## config.mk

```make
export PLATFORM = sky130hd
export DESIGN_NAME = bgd_display_timing
export DESIGN_NICKNAME = d
export VERILOG_FILES = /design/src/inc/bgd_pkg.sv /design/src/logic/bgd_display_timing.sv /design/src/logic/bgd_flash_rate_sync.sv
export SDC_FILE = /design/constraint.sdc
export NUM_CORES = 1
export LEC_CHECK = 0
export BUFFER_PORTS_ARGS = -buffer_cell sky130_fd_sc_hd__buf_2
export CORE_MARGIN = 5
export CORE_UTILIZATION = 39
export CTS_CLUSTER_SIZE = 16
export DETAILED_ROUTE_END_ITERATION = 16
export MAX_ROUTING_LAYER = met4
export SLEW_MARGIN = 20
export SYNTH_ARGS = -nofsm -noshare
export SYNTH_HDL_FRONTEND = slang
export SYNTH_SLANG_ARGS = --single-unit
export TNS_END_PERCENT = 50
```

## constraint.sdc

```tcl
create_clock -name clock -period 9.6 [get_ports clock]
set_clock_uncertainty 0.1 [all_clocks]
set_input_delay 2.88 -clock clock [delete_from_list [all_inputs] [get_ports clock]]
set_output_delay 2.88 -clock clock [all_outputs]
set_load 0.005 [all_outputs]
```

## src/inc/bgd_pkg.sv

```systemverilog
package bgd_pkg;
  // Clock and ramp timing
  localparam int CLK_HZ = 25_000_000;
  localparam int RAMP_CLK_HZ = 12_000;
  localparam int TICK_CYCLES = CLK_HZ / RAMP_CLK_HZ;
  localparam int TICK_W = 12;
  localparam logic [11:0] TICK_LAST = 12'(TICK_CYCLES - 1);
  localparam int RAMP_W = 8;
  localparam logic [7:0] RAMP_TOP = 8'hFF;
  localparam logic [7:0] RAMP_START = 8'h00;
  localparam logic [7:0] FULL_SCALE = 8'hC8;
  localparam logic [7:0] OVR_COUNT = 8'hC9;
  localparam int OFF_TICKS = 43;
  localparam int CYCLE_TICKS = 256 + 1 + OFF_TICKS;
  localparam int CYCLE_HZ = RAMP_CLK_HZ / CYCLE_TICKS;
  localparam int FAST_FLASH_HZ = 4;
  localparam int SLOW_FLASH_HZ = 2;
  localparam int FAST_DIV = CYCLE_HZ / (2 * FAST_FLASH_HZ);
  localparam int SLOW_DIV = FAST_FLASH_HZ / SLOW_FLASH_HZ;
  localparam int ALARM_INPUTS = 4;
  localparam int BARS = 2;
  // Register map
  localparam int ADDR_W = 3;
  localparam int DATA_W = 8;
  localparam logic [2:0] REG_CTRL = 3'h0;
  localparam logic [2:0] REG_STATUS = 3'h1;
  localparam logic [2:0] REG_MASK = 3'h2;
  localparam logic [2:0] REG_RAMP = 3'h3;
  localparam logic [2:0] REG_LIVE = 3'h4;
  localparam int CTRL_DIRECT = 0;
  localparam int CTRL_AUX = 1;
  localparam logic [1:0] CTRL_RESET = 2'h1;
  localparam int ST_OVR_LEFT = 0;
  localparam int ST_EXT = 2;
  localparam int ST_W = 3;
  localparam logic [3:0] PHASE_RESET = 4'h1;
  typedef enum logic [1:0] {SEQ_RAMP, SEQ_RETURN, SEQ_OFF} bgd_seq_state_type;
endpackage

```

## src/logic/bgd_display_timing.sv

```systemverilog
//Contract
// - Ramp is an 8-bit counter stepping once per 12 kHz tick.
// - Left compare result is captured in a flip-flop driving the left segment.
// - Right bar source is aux or process value, compared and captured likewise.
// - Each cycle: rising ramp, return to start, then an off interval.
// - During the off interval both bar flip-flops are forced set, blanking bars.
// - A sequencer output resets the ramp to its start count.
// - A sequencer output steps the high voltage phase drivers in order.
// - Ramp bits 0, 3, 6, 7 decode sequencer timing and clock flash synchronizer; here the ramp ends at count 255, not on this decode.
// - Overrange is flagged when the compare holds past count 201.
// - Overrange toggles the bar's flash flop at 2 Hz until back to 100% or below.
// - Any of four alarm inputs flashes the bars at 4 Hz from the synchronizer.
// - Direct/reverse chooses whether the left bar grows or shrinks with the value.
//
// Our own choices: the register offsets and the strobed register port.
`timescale 1ns/1ps
`default_nettype none
module bgd_display_timing #(
  parameter int OFF_TICKS = bgd_pkg::OFF_TICKS,
  parameter int FAST_DIV = bgd_pkg::FAST_DIV,
  parameter int TICK_CYCLES = bgd_pkg::TICK_CYCLES
) (
  input wire logic clock, // 25 MHz system clock
  input wire logic sys_rst, // Synchronous reset, active high
  input wire logic [7:0] outputValue, // Output value, 200 counts full scale
  input wire logic [7:0] auxValue, // Auxiliary input value
  input wire logic [7:0] processValue, // Process variable value
  input wire logic [3:0] extAlarm, // External alarm inputs, active high
  input wire logic [2:0] regAddr, // Register address
  input wire logic [7:0] regWdata, // Register write data
  input wire logic regWr, // Register write strobe
  input wire logic regRd, // Register read strobe
  output logic [7:0] regRdata, // Read data, valid cycle after strobe
  output logic leftDrive, // Left segment driver on
  output logic rightDrive, // Right segment driver on
  output logic [3:0] hvPhase, // High voltage phase drivers, one-hot
  output logic irq // Level interrupt
);
  logic [11:0] tickCnt;
  logic tick;
  logic [7:0] ramp;
  bgd_pkg::bgd_seq_state_type seqState;
  logic [7:0] offCnt;
  logic overDecode;
  logic syncStep;
  logic phaseStep;
  logic fastStep;
  logic slowStep;
  logic [1:0] ctrl;
  logic [2:0] status;
  logic [2:0] mask;
  logic [2:0] next_status;
  logic extActive;
  logic [7:0] leftVal;
  logic [7:0] barVal [2];
  logic [1:0] barCmp;
  logic [1:0] barOff;
  logic [1:0] ovr;
  logic [1:0] ovrSet;
  logic [1:0] ovrTog;
  logic [1:0] extTog;
  logic [1:0] show;
  logic [1:0] drive;

  if (OFF_TICKS < 1 || OFF_TICKS > 255 || FAST_DIV < 1 || TICK_CYCLES < 2 || TICK_CYCLES > 4096) begin : g_chk
    $error("Timing parameters out of range");
  end

  // Ramp clock enable divider, 12 kHz
  always_ff @(posedge clock) begin
    if (sys_rst || tick) begin
      tickCnt <= 12'h000;
    end else begin
      tickCnt <= tickCnt + 12'h001;
    end
  end
  assign tick = (tickCnt == 12'(TICK_CYCLES - 1));

  // Sequencer: ramp, return, off interval
  always_ff @(posedge clock) begin
    if (sys_rst) begin
      seqState <= bgd_pkg::SEQ_RAMP;
      offCnt <= 8'h00;
    end else if (tick) begin
      case (seqState)
        bgd_pkg::SEQ_RAMP: begin
          if (ramp == bgd_pkg::RAMP_TOP) begin
            seqState <= bgd_pkg::SEQ_RETURN;
          end
        end
        bgd_pkg::SEQ_RETURN: begin
          seqState <= bgd_pkg::SEQ_OFF;
          offCnt <= 8'h00;
        end
        bgd_pkg::SEQ_OFF: begin
          if (offCnt == 8'(OFF_TICKS - 1)) begin
            seqState <= bgd_pkg::SEQ_RAMP;
          end else begin
            offCnt <= offCnt + 8'h01;
          end
        end
        default: seqState <= bgd_pkg::SEQ_RAMP;
      endcase
    end
  end

  // Ramp counter, reset by the return output
  always_ff @(posedge clock) begin
    if (sys_rst || seqState == bgd_pkg::SEQ_RETURN) begin
      ramp <= bgd_pkg::RAMP_START;
    end else if (tick && seqState == bgd_pkg::SEQ_RAMP && ramp != bgd_pkg::RAMP_TOP) begin
      ramp <= ramp + 8'h01;
    end
  end

  // Ramp bit decode: bits 7, 6, 3, 0 set and the rest clear, so it fires only at count 201
  assign overDecode = ramp[7] & ramp[6] & ramp[3] & ramp[0] & (ramp[5:4] == 2'b00) & (ramp[2:1] == 2'b00);
  assign syncStep = tick && seqState == bgd_pkg::SEQ_RAMP && overDecode;
  assign phaseStep = tick && seqState == bgd_pkg::SEQ_RETURN;

  // Flash rate synchronizer
  bgd_flash_rate_sync #(
    .FAST_DIV(FAST_DIV),
    .SLOW_DIV(bgd_pkg::SLOW_DIV)
  ) u_flash_rate_synchronizer (
    .clock(clock),
    .sys_rst(sys_rst),
    .step(syncStep),
    .fastStep(fastStep),
    .slowStep(slowStep)
  );

  // High voltage phase drivers rotate once per cycle
  always_ff @(posedge clock) begin
    if (sys_rst) begin
      hvPhase <= bgd_pkg::PHASE_RESET;
    end else if (phaseStep) begin
      hvPhase <= {hvPhase[2:0], hvPhase[3]};
    end
  end

  // Bar sources
  always_comb begin
    if (ctrl[bgd_pkg::CTRL_DIRECT]) begin
      leftVal = outputValue;
    end else if (outputValue > bgd_pkg::FULL_SCALE) begin
      leftVal = 8'h00;
    end else begin
      leftVal = bgd_pkg::FULL_SCALE - outputValue;
    end
    barVal[0] = leftVal;
    barVal[1] = ctrl[bgd_pkg::CTRL_AUX] ? auxValue : processValue;
  end
  assign extActive = |extAlarm;

  // Per bar capture, overrange and flash logic
  for (genvar b = 0; b < bgd_pkg::BARS; b++) begin : g_bar
    assign barCmp[b] = barVal[b] > ramp;
    assign ovrSet[b] = syncStep && barCmp[b] && !ovr[b];

    // Display flip-flop, set during blanking
    always_ff @(posedge clock) begin
      if (sys_rst || seqState != bgd_pkg::SEQ_RAMP) begin
        barOff[b] <= 1'b1;
      end else if (tick) begin
        barOff[b] <= !barCmp[b];
      end
    end

    // Overrange flag with return at full scale
    always_ff @(posedge clock) begin
      if (sys_rst) begin
        ovr[b] <= 1'b0;
      end else if (syncStep && barCmp[b]) begin
        ovr[b] <= 1'b1;
      end else if (tick && seqState == bgd_pkg::SEQ_RAMP && ramp == bgd_pkg::FULL_SCALE && !barCmp[b]) begin
        ovr[b] <= 1'b0;
      end
    end

    // Overrange and external alarm flash toggles
    always_ff @(posedge clock) begin
      if (sys_rst || !ovr[b]) begin
        ovrTog[b] <= 1'b1;
      end else if (slowStep) begin
        ovrTog[b] <= !ovrTog[b];
      end
    end
    always_ff @(posedge clock) begin
      if (sys_rst || !extActive) begin
        extTog[b] <= 1'b1;
      end else if (fastStep) begin
        extTog[b] <= !extTog[b];
      end
    end
    assign show[b] = ovrTog[b] & extTog[b];

    // Registered segment driver
    always_ff @(posedge clock) begin
      if (sys_rst) begin
        drive[b] <= 1'b0;
      end else begin
        drive[b] <= !barOff[b] && show[b];
      end
    end
  end
  assign leftDrive = drive[0];
  assign rightDrive = drive[1];

  // Control and mask registers
  always_ff @(posedge clock) begin
    if (sys_rst) begin
      ctrl <= bgd_pkg::CTRL_RESET;
      mask <= 3'h0;
    end else if (regWr) begin
      if (regAddr == bgd_pkg::REG_CTRL) begin
        ctrl <= regWdata[1:0];
      end else if (regAddr == bgd_pkg::REG_MASK) begin
        mask <= regWdata[2:0];
      end
    end
  end

  // Sticky status, set wins over write-one-to-clear
  always_comb begin
    next_status = status;
    if (regWr && regAddr == bgd_pkg::REG_STATUS) begin
      next_status = status & ~regWdata[2:0];
    end
    next_status = next_status | {extActive && fastStep, ovrSet};
  end
  always_ff @(posedge clock) begin
    if (sys_rst) begin
      status <= 3'h0;
    end else begin
      status <= next_status;
    end
  end
  assign irq = |(status & mask);

  // Read data, one cycle after the strobe
  always_ff @(posedge clock) begin
    if (sys_rst || !regRd) begin
      regRdata <= 8'h00;
    end else if (regAddr == bgd_pkg::REG_CTRL) begin
      regRdata <= {6'h00, ctrl};
    end else if (regAddr == bgd_pkg::REG_STATUS) begin
      regRdata <= {5'h00, status};
    end else if (regAddr == bgd_pkg::REG_MASK) begin
      regRdata <= {5'h00, mask};
    end else if (regAddr == bgd_pkg::REG_RAMP) begin
      regRdata <= ramp;
    end else if (regAddr == bgd_pkg::REG_LIVE) begin
      regRdata <= {1'b0, seqState, extActive, barOff, ovr};
    end else begin
      regRdata <= 8'h00;
    end
  end
endmodule
`default_nettype wire

```

## src/logic/bgd_flash_rate_sync.sv

```systemverilog
`timescale 1ns/1ps
`default_nettype none
module bgd_flash_rate_sync #(
  parameter int FAST_DIV = bgd_pkg::FAST_DIV,
  parameter int SLOW_DIV = bgd_pkg::SLOW_DIV
) (
  input wire logic clock, // System clock
  input wire logic sys_rst, // Synchronous reset
  input wire logic step, // One pulse per ramp cycle
  output logic fastStep, // Half period pulse of fast flash
  output logic slowStep // Half period pulse of slow flash
);
  logic [7:0] fastCnt;
  logic [7:0] slowCnt;

  if (FAST_DIV < 1 || FAST_DIV > 255 || SLOW_DIV < 1 || SLOW_DIV > 255) begin : g_chk
    $error("Flash dividers out of range");
  end

  // Divide ramp cycles into fast flash half periods
  always_ff @(posedge clock) begin
    if (sys_rst) begin
      fastCnt <= 8'h00;
      fastStep <= 1'b0;
    end else begin
      fastStep <= 1'b0;
      if (step) begin
        if (fastCnt == 8'(FAST_DIV - 1)) begin
          fastCnt <= 8'h00;
          fastStep <= 1'b1;
        end else begin
          fastCnt <= fastCnt + 8'h01;
        end
      end
    end
  end

  // Divide fast half periods into slow ones
  always_ff @(posedge clock) begin
    if (sys_rst) begin
      slowCnt <= 8'h00;
      slowStep <= 1'b0;
    end else begin
      slowStep <= 1'b0;
      if (step && fastCnt == 8'(FAST_DIV - 1)) begin
        if (slowCnt == 8'(SLOW_DIV - 1)) begin
          slowCnt <= 8'h00;
          slowStep <= 1'b1;
        end else begin
          slowCnt <= slowCnt + 8'h01;
        end
      end
    end
  end
endmodule
`default_nettype wire

```

==> out/qor.csv, run 1 <==
stage,metric,value,unit
yosys,synth_edf_count,0,
route,first_pass_iters,4,
cts,cts_buffer_depth,2,
yosys,synth.net_count,575,
cts,cts_buffers,9,
grt,grt_util_all_layers,15.6,%
finish,fillerInstances,1049,
setup_path,crit_fanout,6,
yosys,yosysUniqueCellTypes,58,
setup_path,crit_required,9780,ps
grt,grt_max_degree,39,
pwr,power_density,127,nW/µm²
route,wl_per_cell,14.1,µm
sta,rsz0062_at_grt,false,
sta,fin_tns_setup,0,ps
pwr,power_leakage,1.76,nW
grt,gr-total-overflow,0,
yosys,synthMuxAreaShare,5.15,%
cts,clk_pin_slew,80,ps
worst_hold_path,min_path_cells,2,
worst_hold_path,holdCritPathClass,reg -> reg,
finish,antenna_cells,0,
route,drc,0,
setup_path,cp-end-kind,flip-flop,
sta,slew_headroom,34.6,%
pwr,clockPowerShare,38.0,%
yosys,synth_area,4280,µm²
yosys,synth_top_family_by_area,simple AND/OR/NAND/NOR gates,
place,dpl.hpwl,7300,µm
floorplanning,ioPinCount,58,
yosys,synth_area_per_cell,8.47,µm²
pwr,p_int,0.468,mW
pwr,power_switching,0.141,mW
pwr,finalPower,0.609,mW
pwr,pwr-share-seq,54.0,%
finish,layout_commonest_cell,dfxtp_1,
pwr,comb_power_share,7.9,%
yosys,ys_seq_area_share,36.5,%
setup_path,reg2regPathDepth,7,
job,drv_cap,0,
floorplanning,floorplan.die_area,13200,µm²
setup_path,r2r_end,u_flash_rate_synchronizer.slowCnt[5],
yosys,ys.flop_type,dfxtp_1,
floorplanning,start_util,39.6,%
finish,drive_gt1_share,15.6,%
cts,cts_tree,yes,
cts,cts_htree_levels,3,
yosys,synth-compound-area-share,12.6,%
yosys,yosys_warnings,0,
route,via_count,3662,
route,drt_iter0_markers,180,
route,wirelength,9740,µm
cts,cts_hold_buf,0,
finish,layout.nets,619,
sta,period_needed,5130,ps
sta,maxSlewViolCount,0,
sta,setup-violations-final,0,
place,dpl-instance-area,4630,µm²
setup_path,crit_type,in -> reg,
yosys,async_reset_ff_share,0,%
sta,tightest_slew,972,ps
sta,hold_viol,0,
cts,post_cts_resized,0,
worst_hold_path,hold_start,extTog[0],
cts,clock_latency,350,ps
run_status,status,"finished, final reports clean",
finish,mostFrequentLayoutCells,"78 x dfxtp_1, 70 x nor2_1, 52 x buf_2",
setup_path,cp.arrival,5310,ps
route,vias_per_cell,5.28,
yosys,netlist_instances,505,
grt,grt_pass1_vias,3427,
place,place_congestion,0.859,
yosys,synthSimpleGateAreaFrac,27.0,%
cts,cts_setup_buffers,0,
setup_path,timing.rr.start,tickCnt[0],
pwr,switching_share,23.1,%
sta,fmax,195,MHz
setup_path,regToRegSetupSlack,7080,ps
grt,antenna_found_initial,0,
route,ant_nets,0,
pwr,ir_worst_vdd,64.3,µV
floorplanning,rows,38,
setup_path,crit_path_start,outputValue[0],
floorplanning,core,10800,µm²
yosys,ys_ff_latch,78,
setup_path,start_kind,input pin,
grt,grt_pass1_wl,16200,µm
finish,area_growth,12.5,%
yosys,synth_adder_area_share,7.89,%
floorplanning,die_w,115,µm
cts,cts-root-buf,clkbuf_8,
finish,final_area,4810,µm²
cts,clock-sinks,78,
yosys,synthXorXnorAreaFrac,6.96,%
worst_hold_path,hold_end,leftDrive,
place,io_buffers,52,
sta,fin_crit_sh,53.5,%
floorplanning,dieHeight,115,µm
[layer usage]
metal  up-vias  global-route usage (%)  share of wire [%]
li1       1881                       -                  -
met1      1703                    18.9                 46
met2        74                    26.0                 47
met3         4                    3.47                5.9
met4         0                    5.01               0.43
met5         -                       -                  0
[how the worst max path moves through the flow]
stage | depth (start not counted) | slack [ps] | to
global route | 14 | 4200 | status[0]
CTS | 14 | 4460 | status[0]
global placement | 14 | 4130 | status[0]
floorplan | 14 | 4580 | barOff[0]
detailed placement | 14 | 4080 | status[0]
finish | 14 | 4470 | status[0]
[worst max-delay path: stages]
cell and delay, ps:
buf_2 120, inv_1 60, ha_1 160, inv_1 40, o21ai_0 260, nand2_1 140
and4b_1 290, nor2_1 140, ha_1 250, nand4_1 130, nor2_1 80, a211oi_1 460
o21ai_0 150, a21oi_1 150
[cell type report]
| class | count | area, µm² | share of cell area (%) |
|---|---|---|---|
| multi-input combinational | 386 | 2550 | 52.9 |
| sequential | 78 | 1560 | 32.4 |
| timing repair buffer | 52 | 260 | 5.41 |
| clock buffer | 15 | 186 | 3.87 |
| tap | 140 | 175 | 3.64 |
| inverter | 22 | 82.6 | 1.72 |
[power groups by stage]
stage	combinational, mW	clock, mW	sequential (mW)
4_1_cts	0.0487	0.242	0.329
2_1_floorplan	0.0329	0	0.335
5_1_grt	0.0546	0.258	0.329
6_report	0.0484	0.232	0.329
3_5_place_dp	0.0483	0	0.337
3_3_place_gp	0.0466	0	0.336
[stage by stage]
step | util [%] | hold WS [ps] | cells | setup WS, ps
after floorplan | - | 319 | 505 | 4580
after global placement | 42.9 | 352 | 678 | 4130
after detailed placement | 42.9 | 361 | 678 | 4080
after CTS | 44.6 | 371 | 693 | 4460
after global routing | 44.6 | 374 | 693 | 4200
final | 44.6 | 362 | 693 | 4470
[state kept, by name (all words and copies together) (netlist names), 4 cells and up]
signal,count
tickCnt,12
offCnt,8
ramp,8
regRdata,8
u_flash_rate_synchronizer.fastCnt,8
u_flash_rate_synchronizer.slowCnt,8
hvPhase,4
[cell families after synthesis]
family | after synthesis
simple gates | 219
buf+inv | 41
flops | 78
compound gates | 85
xor+xnor | 34
fa+ha+maj | 27
mux | 21
[Yosys cell counts (all sizes together) (2+ instances only)]
cell    instances  area [µm²]
o22a            3        26.3
ha             27         338
nor4           11         103
dfxtp          78        1560
xnor2          28         245
a211o           2        17.5
a21oi          33         165
nand3b          6        45.0
o31ai           2        15.0
a21o            3        22.5
nor2b           5        31.3
inv            22        82.6
nor3b           4        35.0
o21ai          16        80.1
nand3          23         115
and3            8        50.1
a22oi           5        37.5
o21bai          3        22.5
or3             8        50.1
nor2           72         280
nand4          12        75.1
nand2          34         128
nor3           16        80.1
and4bb          2        25.0
mux2i          13         130
and2            3        18.8
clkbuf         15        56.3
nand2b          7        46.3
a211oi          8        60.1
xor2            6        52.6
o211ai          2        15.0
mux2            8        90.1
buf             4        31.3
No activity file was read; power rests on OpenSTA's default activity.
==> inputs of run 2 (changes only) <==
- clock period: 9.6 -> 5.18 ns (I/O delays scaled with it)
==> run 2 against run 1 <==
Net effect:
- die area did not move
- largest cell class unchanged
- wire length up 0.47%
- worst hold slack worse by 6.8 ps
- via count unchanged
- core utilization is 0.17 points lower
==> out/qor.csv, run 2 (synthesis gave the netlist of run 1 again) <==
stage,metric,value,unit,change
setup_path,cp.arrival,3920,ps,was 5310 ps
setup_path,timing.rr.start,ctrl[1],,was tickCnt[0]
setup_path,reg2regPathDepth,7,,unchanged
grt,gr-total-overflow,0,,unchanged
setup_path,r2r_end,status[1],,was u_flash_rate_synchronizer.slowCnt[5]
cts,cts_buffer_depth,2,,unchanged
run_status,status,"finished, final reports clean",,unchanged
cts,cts_buffers,9,,unchanged
floorplanning,floorplan.die_area,13200,µm²,unchanged
pwr,ir_worst_vdd,98.6,µV,was 64.3 µV
setup_path,critPathMaxStageDelay,350,ps,was 460 ps
sta,slew_headroom,32.3,%,was 34.6%
job,drv_cap,0,,unchanged
sta,setup-violations-final,0,,unchanged
finish,mostFrequentLayoutCells,"78 x dfxtp_1, 70 x nor2_1, 52 x buf_2",,unchanged
cts,cts-root-buf,clkbuf_8,,unchanged
cts,clock-sinks,78,,unchanged
sta,fin_crit_sh,72.0,%,
sta,finalWorstSetupSlack,1450,ps,was 4470 ps
worst_hold_path,min_path_cells,2,,unchanged
route,first_pass_iters,4,,unchanged
sta,rsz0062_at_grt,false,,unchanged
worst_hold_path,hold_start,extTog[0],,unchanged
setup_path,cp-end-kind,flip-flop,,unchanged
setup_path,cp_slowest_cell,a211oi_1,,unchanged
grt,antenna_found_initial,0,,unchanged
place,dpl.hpwl,7400,µm,was 7300 µm
place,preCtsSetupSlack,1090,ps,was 4080 ps
finish,fin_util,44.4,%,was 44.6%
sta,tightest_slew,1010,ps,was 972 ps
sta,holdWs,355,ps,was 362 ps
grt,grt_pass1_wl,16200,µm,about the same
setup_path,start_kind,input pin,,unchanged
finish,area_growth,12.0,%,was 12.5%
route,drc,0,,unchanged
pwr,power_leakage,1.75,nW,was 1.76 nW
setup_path,crit_type,in -> reg,,unchanged
route,vias_per_cell,5.28,,unchanged
route,via_count,3662,,unchanged
floorplanning,rows,38,,unchanged
floorplanning,ioPinCount,58,,unchanged
route,ant_nets,0,,unchanged
place,io_buffers,52,,unchanged
finish,largest_reg_flops,12,,unchanged
grt,grt_util_all_layers,15.7,%,was 15.6%
sta,fin_tns_setup,0,ps,unchanged
cts,clock_latency,360,ps,was 350 ps
route,wl_per_cell,14.1,µm,about the same
route,wirelength,9790,µm,was 9740 µm
worst_hold_path,holdCritPathClass,reg -> reg,,unchanged
setup_path,crit_required,5370,ps,was 9780 ps
setup_path,regToRegSetupSlack,2680,ps,was 7080 ps
cts,clk_pin_slew,70,ps,was 80 ps
route,drt_iter0_markers,279,,was 180
floorplanning,die_w,115,µm,unchanged
setup_path,worstPathCellList,buf_2 > inv_1 > ha_1 > inv_1 > o21ai_0 > nand2_1 > and4b_1 > nand2b_1 > ha_1 > nand4_1 > nor2_1 > a211oi_1 > o21ai_0 > a21oi_1,,was buf_2 > inv_1 > ha_1 > inv_1 > o21ai_0 > nand2_1 > and4b_1 > nor2_1 > ha_1 > nand4_1 > nor2_1 > a211oi_1 > o21ai_0 > a21oi_1
cts,post_cts_resized,0,,unchanged
finish,largest-register,tickCnt,,unchanged
sta,maxSlewViolCount,0,,unchanged
cts,cts_setup_buffers,0,,unchanged
floorplanning,dieHeight,115,µm,unchanged
grt,grt_max_degree,39,,unchanged
setup_path,crit_fanout,6,,unchanged
finish,layout_commonest_cell,dfxtp_1,,unchanged
place,place_congestion,0.889,,was 0.859
cts,cts_hold_buf,0,,unchanged
sta,fmax,268,MHz,
floorplanning,core,10800,µm²,unchanged
sta,period_needed,3730,ps,
finish,layout.nets,619,,unchanged
cts,cts_tree,yes,,unchanged
pwr,finalPower,1.11,mW,was 0.609 mW
grt,grt_pass1_vias,3415,,was 3427
pwr,power_density,231,nW/µm²,was 127 nW/µm²
floorplanning,start_util,39.6,%,unchanged
sta,hold_viol,0,,unchanged
cts,cts_htree_levels,3,,unchanged
finish,antenna_cells,0,,unchanged
worst_hold_path,hold_end,leftDrive,,unchanged
finish,drive_gt1_share,15.4,%,was 15.6%
[run 2: critical path, delay by kind of cell]
kind	cells	cell delay, ps
AOI/OAI and AO/OA	4	950
and+or+nand+nor	5	780
adders and majority gates	2	420
buffers and inverters	3	210
[run 2: worst max-delay path by stage]
stage                        start         to  slack [ps]  cells after the start
floorplan           outputValue[0]  barOff[0]        1490                     14
global placement    outputValue[0]  status[0]        1170                     14
detailed placement  outputValue[0]  status[0]        1090                     14
CTS                 outputValue[0]  status[0]        1460                     14
global route        outputValue[1]     ovr[0]        1220                     14
finish              outputValue[0]  status[0]        1450                     14
[run 2: layout make-up]
type / instances / area, µm²
Clock buffer: 14 / 163
Clock inverter: 1 / 5.00
Fill cell: 1075 / 6000
Inverter: 22 / 82.6
Multi-Input combinational cell: 386 / 2550
Sequential cell: 78 / 1560
Tap cell: 140 / 175
Timing Repair Buffer: 52 / 260
[run 2: stage by stage]
stage / instance area (µm²) / instances
floorplan: 4280 / 505
global placement: 4630 / 678
detailed placement: 4630 / 678
CTS: 4790 / 693
global route: 4790 / 693
finish: 4790 / 693
[run 2: routing by layer]
layer	global-route usage, %	wire length, µm
met1	19.8	4650
met2	24.8	4480
met3	3.53	492
met4	5.71	165
met5	-	0
[run 2: power by group]
part	internal [mW]	switching, mW
logic	0.0395	0.0501
clock network	0.198	0.210
registers	0.604	0.00602
==> inputs of run 3 (changes only) <==
- ABC_AREA: default -> 1
- clock period: 5.18 -> 3.2 ns (I/O delays scaled with it)
==> run 3 against run 2 <==
Net effect:
- setup slack lost 1200 ps
- global-route usage increased by 0.46 points
- combinational power up 70%
- non-clock buffer count up 10
- sequential share of layout area down 3.6 points
- die area is 7.1% higher
- sequential power rose by 61%
- critical path depth rose by 2
- design area increased by 12%
- final cell count grew 29%
==> out/qor.csv, run 3 <==
stage,metric,value,unit,change
setup_path,crit_fanout,3,,was 6
cts,clock-sinks,78,,unchanged
worst_hold_path,holdCritPathClass,reg -> reg,,unchanged
yosys,synth_most_common_cell,nand2_1,,was dfxtp_1
sta,hold_viol,0,,unchanged
place,dpl.hpwl,8330,µm,was 7400 µm
grt,gr-total-overflow,0,,unchanged
floorplanning,floorplan.die_area,14100,µm²,was 13200 µm²
finish,area_growth,16.7,%,was 12.0%
grt,grt_pass1_vias,4127,,was 3415
setup_path,crit_type,in -> reg,,unchanged
yosys,yosys.area.top_type,dfxtp_1,,unchanged
sta,tightest_slew,483,ps,was 1010 ps
floorplanning,start_util,40.1,%,was 39.6%
route,ant_nets,0,,unchanged
yosys,netlist_instances,681,,was 505
finish,antenna_cells,0,,unchanged
grt,grt_max_degree,33,,was 39
yosys,yosys_warnings,0,,unchanged
cts,cts_tree,yes,,unchanged
sta,slew_headroom,67.7,%,was 32.3%
floorplanning,core,11500,µm²,was 10800 µm²
sta,rsz0062_at_grt,false,,unchanged
place,place_congestion,0.890,,was 0.889
yosys,async_reset_ff_share,0,%,unchanged
finish,largest_reg_flops,12,,unchanged
cts,cts_buffer_depth,2,,unchanged
pwr,power_density,403,nW/µm²,was 231 nW/µm²
finish,mostFrequentLayoutCells,"187 x nand2_1, 86 x inv_1, 78 x dfxtp_1",,"was 78 x dfxtp_1, 70 x nor2_1, 52 x buf_2"
cts,clk_pin_slew,60,ps,was 70 ps
yosys,yosysTopAreaCellShare,33.8,%,was 36.5%
route,drt_iter0_markers,214,,was 279
yosys,yosysUniqueCellTypes,40,,was 58
yosys,synth_edf_count,0,,unchanged
place,io_buffers,52,,unchanged
yosys,synth.net_count,751,,was 575
yosys,synth_top_cells_by_area,"dfxtp_1 34%, nand2_1 15%, ha_1 7.3%",,"was dfxtp_1 36%, ha_1 7.9%, nor2_1 6.1%"
yosys,ys_ff_latch,78,,unchanged
setup_path,cp-end-kind,flip-flop,,unchanged
yosys,ys_seq_area_share,33.8,%,was 36.5%
finish,fin_util,46.8,%,was 44.4%
yosys,synth_area_per_cell,6.77,µm²,was 8.47 µm²
cts,cts_buffers,9,,unchanged
route,wirelength,10700,µm,was 9790 µm
finish,drive_gt1_share,14.4,%,was 15.4%
floorplanning,rows,39,,was 38
cts,cts_hold_buf,0,,unchanged
yosys,synth_common_cells,"187 x nand2_1, 87 x inv_1, 78 x dfxtp_1",,"was 78 x dfxtp_1, 70 x nor2_1, 34 x nand2_1"
pwr,power_leakage,2.44,nW,was 1.75 nW
sta,setup-violations-final,0,,unchanged
yosys,ys.flop_type,dfxtp_1,,unchanged
floorplanning,die_w,119,µm,was 115 µm
sta,fin_crit_sh,91.1,%,
pwr,ir_worst_vdd,298,µV,was 98.6 µV
setup_path,crit_required,3320,ps,was 5370 ps
pwr,finalPower,2.17,mW,was 1.11 mW
grt,grt_pass1_wl,18500,µm,was 16200 µm
finish,layout_commonest_cell,nand2_1,,was dfxtp_1
floorplanning,ioPinCount,58,,unchanged
setup_path,start_kind,input pin,,unchanged
finish,layout.nets,815,,was 619
cts,cts_htree_levels,3,,unchanged
grt,grt_util_all_layers,16.2,%,was 15.7%
route,via_count,4373,,was 3662
job,drv_cap,0,,unchanged
floorplanning,dieHeight,119,µm,was 115 µm
sta,period_needed,2920,ps,
run_status,status,"finished, final reports clean",,unchanged
cts,clock_latency,340,ps,was 360 ps
grt,antenna_found_initial,0,,unchanged
yosys,synth_area,4610,µm²,was 4280 µm²
finish,largest-register,tickCnt,,unchanged
cts,cts-root-buf,clkbuf_16,,was clkbuf_8
route,vias_per_cell,4.90,,was 5.28
route,drc,0,,unchanged
sta,fmax,343,MHz,
route,wl_per_cell,12.0,µm,was 14.1 µm
sta,maxSlewViolCount,0,,unchanged
route,first_pass_iters,5,,was 4
setup_path,cp.arrival,3030,ps,was 3920 ps
-- run 3: cell count changes after synthesis, sizes merged, moves of 12 or more --
| cell | previous run | this run |
|---|---|---|
| nand4 | 12 | 24 |
| inv | 22 | 92 |
| nand3 | 23 | 42 |
| a21oi | 33 | 65 |
| nand2 | 34 | 191 |
| mux2i | 13 | 1 |
| xnor2 | 28 | 3 |
-- run 3: layout make-up --
type                            instances  area [µm²]
Fill cell                            1191        6130
Multi-Input combinational cell        502        2660
Sequential cell                        78        1560
Inverter                               92         345
Timing Repair Buffer                   62         335
Clock buffer                           13         260
Tap cell                              143         179
Clock inverter                          3        42.5
-- run 3: final timing paths --
| path | startpoint | to | slack [ps] | cells after the start |
|---|---|---|---|---|
| max | outputValue[0] | barOff[0] | 280 | 16 |
| min | barOff[0] | leftDrive | 340 | 1 |
| min reg2reg | barOff[0] | leftDrive | 340 | 1 |
| max reg2reg | ctrl[0] | barOff[0] | 890 | 12 |
-- run 3: through the flow --
| stage | std cells | hold slack, ps | TNS (ps) | instance area, µm² | setup WS [ps] |
|---|---|---|---|---|---|
| floorplan | 681 | 297 | 0 | 4610 | 233 |
| global placement | 877 | 320 | -152 | 5080 | -96.4 |
| detailed placement | 877 | 326 | -374 | 5080 | -177 |
| CTS | 893 | 340 | 0 | 5380 | 179 |
| global route | 893 | 345 | 0 | 5380 | 16.8 |
| finish | 893 | 336 | 0 | 5380 | 285 |
-- run 3: critical path, cell delays in order --
cell and delay (ps):
buf_2 110, buf_4 120, nor3_1 230, o21ai_0 140, o21ai_0 230, nand3_1 100
nand2_1 70, nor2_1 40, ha_1 290, nand2_1 70, nor2_1 160, nand2_1 80
nand2_1 130, nand2_1 110, a21oi_1 130, o21ai_0 80
-- run 3: power by group --
group          leakage (nW)  internal [mW]  switching, mW  total (mW)
Clock                 0.146          0.646          0.389        1.03
Combinational          1.66         0.0631         0.0893       0.152
Sequential            0.629          0.977        0.00686       0.984
-- run 3: cells by family after synthesis --
kind of cell	synth area share, %
DFF	33.8
muxes	0.217
buffers and inverters	8.49
xor gates and xnor gates	2.85
and+or+nand+nor	35.2
adders and majority gates	7.32
AOI/OAI and AO/OA	12.1
-- run 3: per-layer routing --
layer / global-route usage [%] / up-vias / routed length (µm)
met5: - / - / 0
met4: 4.78 / 0 / 114
met1: 20.2 / 1950 / 5250
met3: 4.01 / 9 / 424
met2: 25.8 / 73 / 4910
li1: - / 2341 / -
-- run 3: timing repair --
action | CTS | global route
hold endpoints to repair | 0 | 0
gates resized for setup | 0 | 2
buffers inserted | 0 | 0
endpoints found under the setup margin | 0 | 2
